--- src/rtl/event_route_pkg.sv ---
// ============================================================================
// Event routing package
// ============================================================================
// Purpose: Shared sizes, reset values and state codes of the event router.
// Assumes: One clock; every register resets asynchronously on rst_n.
// Notes:   Index values count from one; zero means nothing was pending.
package event_route_pkg;

   // Default sizes of the fabric.
   localparam int DEF_NPUB   = 4;   // Publishers.
   localparam int DEF_NCOND  = 8;   // Conditions per publisher.
   localparam int DEF_NDMA   = 2;   // DMA route channels.
   localparam int DEF_NGEN   = 4;   // Generic route channels.
   localparam int DEF_NSPLIT = 2;   // Leading generic channels that split 1:2.

   // Reset values.
   localparam logic STATUS_RESET = 1'b0;
   localparam logic TRIG_RESET   = 1'b0;
   localparam logic REQ_RESET    = 1'b0;

   // Offset added to a condition number to form its pending index.
   localparam int IDX_BASE = 1;

   // Power handshake states of a route channel.
   typedef enum logic [1:0]
   {
      CH_IDLE = 2'b00,
      CH_REQ  = 2'b01,
      CH_FIRE = 2'b10
   } ch_state_t;

endpackage : event_route_pkg

--- src/rtl/pub_status_if.sv ---
// ============================================================================
// Publisher status carrier
// ============================================================================
// Purpose: Carries one publisher's status and event to the routing fabric.
// Assumes: Every signal is driven from a flip-flop in the publisher.
// Notes:   irq is a level, evt a one-cycle pulse.
`timescale 1ns/1ps
interface pub_status_if #(parameter int NCOND = 8, parameter int IDXW = 4);
   logic [NCOND-1:0] raw;
   logic [NCOND-1:0] masked;
   logic [IDXW-1:0]  idx;
   logic             evt;
   logic             irq;

   modport src (output raw, output masked, output idx, output evt, output irq);
   modport dst (input raw, input masked, input idx, input evt, input irq);
endinterface : pub_status_if

--- src/rtl/event_publisher.sv ---
// ============================================================================
// Event publisher register set
// ============================================================================
// Purpose: Raw, mask, masked, set, clear and pending index of one publisher.
// Assumes: hw_cond, sw_set, sw_clear and idx_rd are one-cycle pulses.
// Notes:   Condition 0 has the highest priority.
`timescale 1ns/1ps
module event_publisher
   import event_route_pkg::*;
#(
   parameter int NCOND = DEF_NCOND,
   parameter int IDXW  = 4
)
(
   input  wire logic             clk,
   input  wire logic             rst_n,
   input  wire logic [NCOND-1:0] hw_cond,
   input  wire logic [NCOND-1:0] mask,
   input  wire logic [NCOND-1:0] sw_set,
   input  wire logic [NCOND-1:0] sw_clear,
   input  wire logic             idx_rd,
   pub_status_if.src             bus
);
   // The index must hold every condition number as well as the empty code.
   if ((1 << IDXW) < NCOND + IDX_BASE)
   begin : g_bad_idxw
      $error("index width too narrow for the condition count");
   end

   typedef struct packed
   {
      logic [NCOND-1:0] raw;
      logic [NCOND-1:0] masked;
      logic [IDXW-1:0]  idx;
      logic             evt;
      logic             irq;
   } pub_state_t;

   pub_state_t st;
   pub_state_t next_st;

   // ==========================================================================
   // Next state
   // ==========================================================================
   // Setters are ORed in last so a condition arriving with a clear survives.
   always_comb
   begin
      logic [IDXW-1:0]  pick;
      logic [NCOND-1:0] hit;
      next_st = st;
      pick    = '0;
      hit     = '0;
      for (int i = NCOND - 1; i >= 0; i--)
      begin
         if (st.masked[i])
         begin
            pick   = IDXW'(i + IDX_BASE);
            hit    = '0;
            hit[i] = 1'b1;
         end
      end
      if (idx_rd)
      begin
         next_st.idx = pick;
      end
      next_st.raw    = (st.raw & ~sw_clear & ~(idx_rd ? hit : '0))
                       | hw_cond | sw_set;
      next_st.masked = next_st.raw & mask;
      next_st.evt    = |(next_st.masked & ~st.masked);
      next_st.irq    = |next_st.masked;
   end

   // State register.
   always_ff @(posedge clk or negedge rst_n)
   begin
      if (!rst_n)
      begin
         st <= '{raw: {NCOND{STATUS_RESET}}, masked: {NCOND{STATUS_RESET}},
                 idx: '0, evt: TRIG_RESET, irq: TRIG_RESET};
      end
      else
      begin
         st <= next_st;
      end
   end

   assign bus.raw    = st.raw;
   assign bus.masked = st.masked;
   assign bus.idx    = st.idx;
   assign bus.evt    = st.evt;
   assign bus.irq    = st.irq;

   // A read with nothing pending must answer zero.
   chk_empty_index: assert property (@(posedge clk) disable iff (!rst_n)
      (idx_rd && st.masked == '0) |=> st.idx == '0)
      else $error("index read with nothing pending returned nonzero");

endmodule : event_publisher

--- src/rtl/route_channel.sv ---
// ============================================================================
// Route channel with power handshake
// ============================================================================
// Purpose: Delivers a routed event as a trigger once power and clock are up.
// Assumes: The power and clock unit holds pwr_ack high while the domain is up.
// Notes:   Events that arrive while a delivery is in flight coalesce into one.
`timescale 1ns/1ps
module route_channel
   import event_route_pkg::*;
#(
   parameter bit SPLIT = 1'b0
)
(
   input  wire logic clk,
   input  wire logic rst_n,
   input  wire logic evt,
   input  wire logic pwr_ack,
   output logic      pwr_req,
   output logic      trig_a,
   output logic      trig_b
);
   typedef struct packed
   {
      ch_state_t st;
      logic      pend;
      logic      req;
      logic      ta;
      logic      tb;
   } ch_reg_t;

   ch_reg_t s;
   ch_reg_t next_s;

   // ==========================================================================
   // Handshake sequencer
   // ==========================================================================
   // No trigger leaves before the power unit has answered the request.
   always_comb
   begin
      next_s      = s;
      next_s.ta   = 1'b0;
      next_s.tb   = 1'b0;
      next_s.pend = s.pend | evt;
      case (s.st)
         CH_IDLE:
         begin
            if (s.pend || evt)
            begin
               next_s.st   = CH_REQ;
               next_s.req  = 1'b1;
               next_s.pend = 1'b0;
            end
         end
         CH_REQ:
         begin
            if (pwr_ack)
            begin
               next_s.st = CH_FIRE;
               next_s.ta = 1'b1;
               next_s.tb = SPLIT;
            end
         end
         CH_FIRE:
         begin
            next_s.st  = CH_IDLE;
            next_s.req = 1'b0;
         end
         default:
         begin
            next_s.st  = CH_IDLE;
            next_s.req = 1'b0;
         end
      endcase
   end

   // State register.
   always_ff @(posedge clk or negedge rst_n)
   begin
      if (!rst_n)
      begin
         s <= '{st: CH_IDLE, pend: 1'b0, req: REQ_RESET, ta: TRIG_RESET, tb: TRIG_RESET};
      end
      else
      begin
         s <= next_s;
      end
   end

   assign pwr_req = s.req;
   assign trig_a  = s.ta;
   assign trig_b  = s.tb;

   chk_power_first: assert property (@(posedge clk) disable iff (!rst_n)
      trig_a |-> $past(pwr_req) && $past(pwr_ack))
      else $error("trigger issued without a granted power request");

   chk_ack_fires: assert property (@(posedge clk) disable iff (!rst_n)
      (s.st == CH_REQ && pwr_ack) |=> trig_a ##1 !trig_a)
      else $error("granted request did not give a single trigger");

   chk_split_pair: assert property (@(posedge clk) disable iff (!rst_n)
      trig_b == (SPLIT && trig_a))
      else $error("second subscriber trigger does not match channel form");

   chk_event_served: assert property (@(posedge clk) disable iff (!rst_n)
      evt |-> ##[1:2] pwr_req)
      else $error("routed event did not raise a power request");

endmodule : route_channel

--- src/rtl/event_route_manager.sv ---
// ============================================================================
// Event route manager
// ============================================================================
// Purpose: Carries publisher events to CPU, DMA and peripheral subscribers.
// Assumes: All inputs are synchronous to clk; selects are static while used.
// Notes:   A select of zero, or above the publisher count, leaves a channel off.
`timescale 1ns/1ps
module event_route_manager
   import event_route_pkg::*;
#(
   parameter int NPUB   = DEF_NPUB,
   parameter int NCOND  = DEF_NCOND,
   parameter int NDMA   = DEF_NDMA,
   parameter int NGEN   = DEF_NGEN,
   parameter int NSPLIT = DEF_NSPLIT,
   parameter int SELW   = $clog2(NPUB + 1),
   parameter int IDXW   = $clog2(NCOND + 1)
)
(
   input  wire logic                             clk,
   input  wire logic                             rst_n,
   input  wire logic [NPUB-1:0][NCOND-1:0]       hw_cond,
   input  wire logic [NPUB-1:0][NCOND-1:0]       condition_mask,
   input  wire logic [NPUB-1:0][NCOND-1:0]       software_event_set,
   input  wire logic [NPUB-1:0][NCOND-1:0]       software_event_clear,
   input  wire logic [NPUB-1:0]                  index_read,
   input  wire logic [NDMA-1:0][SELW-1:0]        dma_sel,
   input  wire logic [NGEN-1:0][SELW-1:0]        gen_sel,
   input  wire logic [NDMA+NGEN-1:0]             pwr_ack,
   output logic      [NPUB-1:0][NCOND-1:0]       raw_event_status,
   output logic      [NPUB-1:0][NCOND-1:0]       masked_event_status,
   output logic      [NPUB-1:0][IDXW-1:0]        pending_index_reader,
   output logic      [NPUB-1:0]                  cpu_irq,
   output logic      [NDMA-1:0]                  dma_trig,
   output logic      [NGEN-1:0]                  gen_trig_a,
   output logic      [NGEN-1:0]                  gen_trig_b,
   output logic      [NDMA+NGEN-1:0]             pwr_req
);
   localparam int NCH = NDMA + NGEN;

   // ==========================================================================
   // Elaboration checks
   // ==========================================================================
   // The select and index widths must hold every publisher and condition.
   if (NPUB < 1 || NCOND < 1 || NDMA < 1 || NGEN < 1)
   begin : g_bad_size
      $error("event router needs at least one of each element");
   end
   if (NSPLIT < 0 || NSPLIT > NGEN)
   begin : g_bad_split
      $error("splitter channel count exceeds generic channel count");
   end
   if ((1 << SELW) < NPUB + 1 || (1 << IDXW) < NCOND + 1)
   begin : g_bad_width
      $error("select or index width too narrow");
   end

   // ==========================================================================
   // Publishers
   // ==========================================================================
   pub_status_if #(.NCOND(NCOND), .IDXW(IDXW)) pub [NPUB] ();

   logic [NPUB-1:0] pub_evt;

   // Each publisher keeps its own six-register set; its interrupt line is the
   // fixed processor route and needs no select or power handshake.
   for (genvar p = 0; p < NPUB; p++)
   begin : g_pub
      event_publisher #(
         .NCOND (NCOND),
         .IDXW  (IDXW)
      ) u_pub (
         .clk      (clk),
         .rst_n    (rst_n),
         .hw_cond  (hw_cond[p]),
         .mask     (condition_mask[p]),
         .sw_set   (software_event_set[p]),
         .sw_clear (software_event_clear[p]),
         .idx_rd   (index_read[p]),
         .bus      (pub[p])
      );

      assign raw_event_status[p]     = pub[p].raw;
      assign masked_event_status[p]  = pub[p].masked;
      assign pending_index_reader[p] = pub[p].idx;
      assign pub_evt[p]              = pub[p].evt;
      assign cpu_irq[p]              = pub[p].irq;
   end

   // ==========================================================================
   // Programmable route selection
   // ==========================================================================
   // DMA channels come first in the channel list, generic channels after them.
   logic [NCH-1:0][SELW-1:0] ch_sel;

   for (genvar c = 0; c < NCH; c++)
   begin : g_sel
      if (c < NDMA)
      begin : g_dma
         assign ch_sel[c] = dma_sel[c];
      end
      else
      begin : g_gen
         assign ch_sel[c] = gen_sel[c-NDMA];
      end
   end

   typedef struct packed
   {
      logic [NCH-1:0] route_evt;
   } top_state_t;

   top_state_t st;
   top_state_t next_st;

   // The selected event is registered once, which keeps the wide select
   // multiplexer out of the handshake timing path at the cost of one cycle.
   always_comb
   begin
      next_st = st;
      for (int c = 0; c < NCH; c++)
      begin
         next_st.route_evt[c] = 1'b0;
         for (int p = 0; p < NPUB; p++)
         begin
            if (ch_sel[c] == SELW'(p + IDX_BASE))
            begin
               next_st.route_evt[c] = pub_evt[p];
            end
         end
      end
   end

   // Route register.
   always_ff @(posedge clk or negedge rst_n)
   begin
      if (!rst_n)
      begin
         st <= '{route_evt: {NCH{TRIG_RESET}}};
      end
      else
      begin
         st <= next_st;
      end
   end

   // ==========================================================================
   // Route channels
   // ==========================================================================
   // DMA channels give a single trigger; generic channels below NSPLIT drive
   // two subscribers with one pulse, the rest only the first subscriber.
   for (genvar c = 0; c < NCH; c++)
   begin : g_ch
      if (c < NDMA)
      begin : g_dma
         route_channel #(
            .SPLIT (1'b0)
         ) u_ch (
            .clk     (clk),
            .rst_n   (rst_n),
            .evt     (st.route_evt[c]),
            .pwr_ack (pwr_ack[c]),
            .pwr_req (pwr_req[c]),
            .trig_a  (dma_trig[c]),
            .trig_b  ()
         );
      end
      else
      begin : g_gen
         route_channel #(
            .SPLIT ((c - NDMA) < NSPLIT)
         ) u_ch (
            .clk     (clk),
            .rst_n   (rst_n),
            .evt     (st.route_evt[c]),
            .pwr_ack (pwr_ack[c]),
            .pwr_req (pwr_req[c]),
            .trig_a  (gen_trig_a[c-NDMA]),
            .trig_b  (gen_trig_b[c-NDMA])
         );
      end
   end

   // ==========================================================================
   // Checks
   // ==========================================================================
   // Helper: bits being cleared with no setter in the same cycle.
   logic [NPUB-1:0][NCOND-1:0] clr_only;

   for (genvar p = 0; p < NPUB; p++)
   begin : g_chk
      assign clr_only[p] = software_event_clear[p] & ~software_event_set[p]
                           & ~hw_cond[p];

      chk_masked_and: assert property (@(posedge clk) disable iff (!rst_n)
         masked_event_status[p] == (raw_event_status[p] & $past(condition_mask[p])))
         else $error("masked status differs from raw AND mask");

      chk_mask_gate: assert property (@(posedge clk) disable iff (!rst_n)
         (condition_mask[p] == '0) |=> !cpu_irq[p] && !pub_evt[p])
         else $error("fully masked publisher still propagated");

      chk_irq_level: assert property (@(posedge clk) disable iff (!rst_n)
         cpu_irq[p] == (|masked_event_status[p]))
         else $error("interrupt line does not follow masked status");

      chk_set_bits: assert property (@(posedge clk) disable iff (!rst_n)
         (software_event_set[p] != '0) |=>
         (raw_event_status[p] & $past(software_event_set[p]))
            == $past(software_event_set[p]))
         else $error("software set did not set raw status");

      chk_clear_bits: assert property (@(posedge clk) disable iff (!rst_n)
         (clr_only[p] != '0) |=> (raw_event_status[p] & $past(clr_only[p])) == '0)
         else $error("software clear did not clear raw status");

      chk_event_emit: assert property (@(posedge clk) disable iff (!rst_n)
         pub_evt[p] == (|(masked_event_status[p] & ~$past(masked_event_status[p]))))
         else $error("event pulse does not match new masked condition");

      chk_index_read: assert property (@(posedge clk) disable iff (!rst_n)
         (index_read[p] && masked_event_status[p][0] && !hw_cond[p][0]
            && !software_event_set[p][0])
         |=> pending_index_reader[p] == IDXW'(IDX_BASE) && !raw_event_status[p][0])
         else $error("index read did not return and clear top condition");
   end

   for (genvar c = 0; c < NCH; c++)
   begin : g_chk_route
      chk_route_select: assert property (@(posedge clk) disable iff (!rst_n)
         (ch_sel[c] == '0) |=> !st.route_evt[c])
         else $error("unselected channel received an event");
   end

endmodule : event_route_manager

--- config.mk ---
export PLATFORM = sky130hd
export DESIGN_NAME = event_route_manager
export DESIGN_NICKNAME = d
export VERILOG_FILES = /design/src/rtl/event_route_pkg.sv /design/src/rtl/pub_status_if.sv /design/src/rtl/event_publisher.sv /design/src/rtl/route_channel.sv /design/src/rtl/event_route_manager.sv
export SDC_FILE = /design/constraint.sdc
export NUM_CORES = 1
export LEC_CHECK = 0
export BUFFER_PORTS_ARGS = -buffer_cell sky130_fd_sc_hd__buf_2
export CORE_ASPECT_RATIO = 1.2
export CORE_UTILIZATION = 30
export DETAILED_ROUTE_END_ITERATION = 7
export GPL_ROUTABILITY_DRIVEN = 0
export HOLD_SLACK_MARGIN = 0.06
export PLACE_DENSITY = 0.59
export SLEW_MARGIN = 25
export SYNTH_ARGS = -nofsm -noshare
export SYNTH_HDL_FRONTEND = slang
export SYNTH_HIERARCHICAL = 1
export SYNTH_SLANG_ARGS = --single-unit
--- constraint.sdc ---
create_clock -name clk -period 3.9 [get_ports clk]
set_clock_uncertainty 0.2 [all_clocks]
set_input_delay 0.585 -clock clk [delete_from_list [all_inputs] [get_ports clk]]
set_output_delay 0.585 -clock clk [all_outputs]
set_load 0.1 [all_outputs]
==> metrics.txt <==
FP Rows=between 50 and 60; Num CTS Buffers=17; Initial DRC Count=between 200 and 250; Critical Path Most Common Cell=or4_1; r2r worst-path depth=5; clock latency on the worst-skew pair=about 400 ps; Tot Pwr=roughly 0.0046 W; Vias/cell=~4.7; Synth Cell Area=roughly 5700 um2; Detail Route Antenna Nets=0; hold path endpoint=g_ch[0].g_dma.u_ch/s[4]; R2R Path Start=g_pub[0].u_pub/bus.masked[2]; Filler cells=1,915; initial antenna violation count=1; status=completed; DP Wirelength=between 10,000 and 15,000 um; Die Y=about 150 um; Final setup viols=0; Levels on crit path=5; TritonCTS clock tree=yes; Final Hold Fails=0; area delta synth->final=36.0%; LEAKAGE=between 3 and 4 nW; r2r setup slk=~1400 ps; critical-path cell list=nor4b_4 > and2b_1 > a31oi_1 > or4_1 > or4_1; DRC Markers=0; min-delay src=pwr_ack[0]; FMAX=approximately 400 MHz; Max Root-Sink Buffers=2; CTS clk-pin slew, worst paths=60 ps; final net count=975; Crit. End Element=flip-flop; critical path's top delay family=simple AND/OR/NAND/NOR gates; worst endpoint required time=around 4000 ps; RSZ-0062 raised after global routing=false; clock root cell=clkbuf_16; Worst path slowest cell=or4_1; Synth Area per Inst=10.3 um2; Mapped Cells=approximately 560; Critical R2R Capture=g_pub[0].u_pub/bus.irq; hold crit path type=input pin to flip-flop; final worst path period need=2510 ps; Core ar.=18,800 um2; Rel. slew slack=0.559; largest net degree at the start of global routing=approximately 70; peak supply drop=roughly 0.33 mV; total track usage=0.164; number of global-route vias before repair=approximately 5,000; hold path depth=2; count of final max-slew check failures=0; PwrDens=594 nW/um2; IO Count=about 260; drt wl/cell=14.4 um; total wire length=15,600 um; setup TNS=0 ps; first-pass GRT wire length=between 20,000 and 30,000 um; TritonRoute pass-1 iters=4; Die ar.=just under 20,000 um2; worst path bufs/invs=0; port bufs=255; routed vias=between 5,000 and 6,000; grt ovf=0; Die W=roughly 130 um; # clock sinks=roughly 120; Arrival @ worst endpoint=roughly 2600 ps; H-tree depth=4; WS Path Type=flip-flop to flip-flop; Worst Tran Pin Value=roughly 660 ps; share of post-route cells with drive strength above 1=0.384; syn nets=approximately 720; CP max FO=8; CP max stage delay=approximately 540 ps; crit path launch type=flip-flop; Initial Util=0.306; number of max-cap violations=0; post-CTS setup buffers=0; fin crit share=0.644; Synth Warn #=6
## per-stage QoR
step,hold slack [ps],util,cells,cell area (um2),setup slack (ps)
2_1_floorplan,89.4,-,558,5740,1050
3_3_place_gp,286,0.384,1053,7220,1250
3_5_place_dp,286,0.384,1053,7220,1150
4_1_cts,144,0.416,1085,7810,1400
5_1_grt,155,0.416,1086,7810,1250
6_report,172,0.416,1086,7810,1390
## layer usage
| layer | track usage | wire (um) | vias up |
|---|---|---|---|
| met5 | 0 | 0 | - |
| met1 | 0.198 | 6590 | 2442 |
| met4 | 0.0661 | 359 | 0 |
| met2 | 0.281 | 7960 | 168 |
| met3 | 0.0365 | 744 | 22 |
| li1 | - | - | 2501 |
## power by group
| group | switching, W | internal [W] | total [W] |
|---|---|---|---|
| Combinational | 0.00111 | 0.000331 | 0.00144 |
| Sequential | 0.000186 | 0.00148 | 0.00167 |
| Clock | 0.000567 | 0.000967 | 0.00153 |
## state kept, by name, summed over array words and instances (netlist names), 4 cells and up
| signal | count |
|---|---|
| st | 6 |
| g_pub.u_pub/bus.masked | 32 |
| g_ch.g_dma.u_ch/s | 6 |
| g_pub.u_pub/bus.idx | 16 |
| g_ch.g_gen.u_ch/trig_a | 4 |
| g_ch.g_gen.u_ch/pwr_req | 4 |
| g_pub.u_pub/bus.raw | 32 |
| g_pub.u_pub/bus.evt | 4 |
| g_pub.u_pub/bus.irq | 4 |
| g_ch.g_gen.u_ch/s | 12 |
## area by class of cell
| type | instances | area, um2 | share of cell area |
|---|---|---|---|
| clock inverter | 11 | 119 | 0.0152 |
| inverter | 38 | 143 | 0.0183 |
| clock buffer | 20 | 457 | 0.0585 |
| timing repair buffer | 257 | 1310 | 0.168 |
| antenna | 1 | 2.50 | 0.000320 |
| sequential | 124 | 3100 | 0.397 |
| multi-input combinational | 379 | 2350 | 0.301 |
| tap | 256 | 320 | 0.0410 |
## placed cells by master, fill, tap and decap left out, types with 5 or more instances in the layout
master / count
o211ai_1: 5
and2b_1: 8
or4_1: 12
a21bo_2: 8
a31oi_1: 12
nor2b_1: 12
nand2_1: 53
o21ai_0: 20
o22a_2: 6
and2_1: 12
nand3b_1: 9
inv_1: 38
nand3_1: 5
nor3_1: 18
a311o_1: 8
a21oi_1: 22
nand2b_1: 24
dfrtp_1: 124
o21bai_1: 10
clkbuf_16: 17
nor2_1: 53
o21a_1: 10
o22ai_1: 9
buf_2: 254
a211oi_1: 6
## worst max path at each step
stage | from | end | slack (ps)
floorplan | g_pub[0].u_pub/bus.masked[1] | g_pub[0].u_pub/bus.irq | 1050
global placement | index_read[2] | g_pub[2].u_pub/bus.irq | 1250
detailed placement | index_read[3] | g_pub[3].u_pub/bus.irq | 1150
CTS | g_pub[2].u_pub/bus.masked[2] | g_pub[2].u_pub/bus.irq | 1400
global route | g_pub[2].u_pub/bus.masked[2] | g_pub[2].u_pub/bus.irq | 1250
finish | g_pub[0].u_pub/bus.masked[2] | g_pub[0].u_pub/bus.irq | 1390
## what timing repair did
action	4_1_cts	5_1_grt
endpoints found under the hold margin	69	0
hold buffers	1	0
gates resized for setup	0	0
Power figures use the tool's default switching activity.
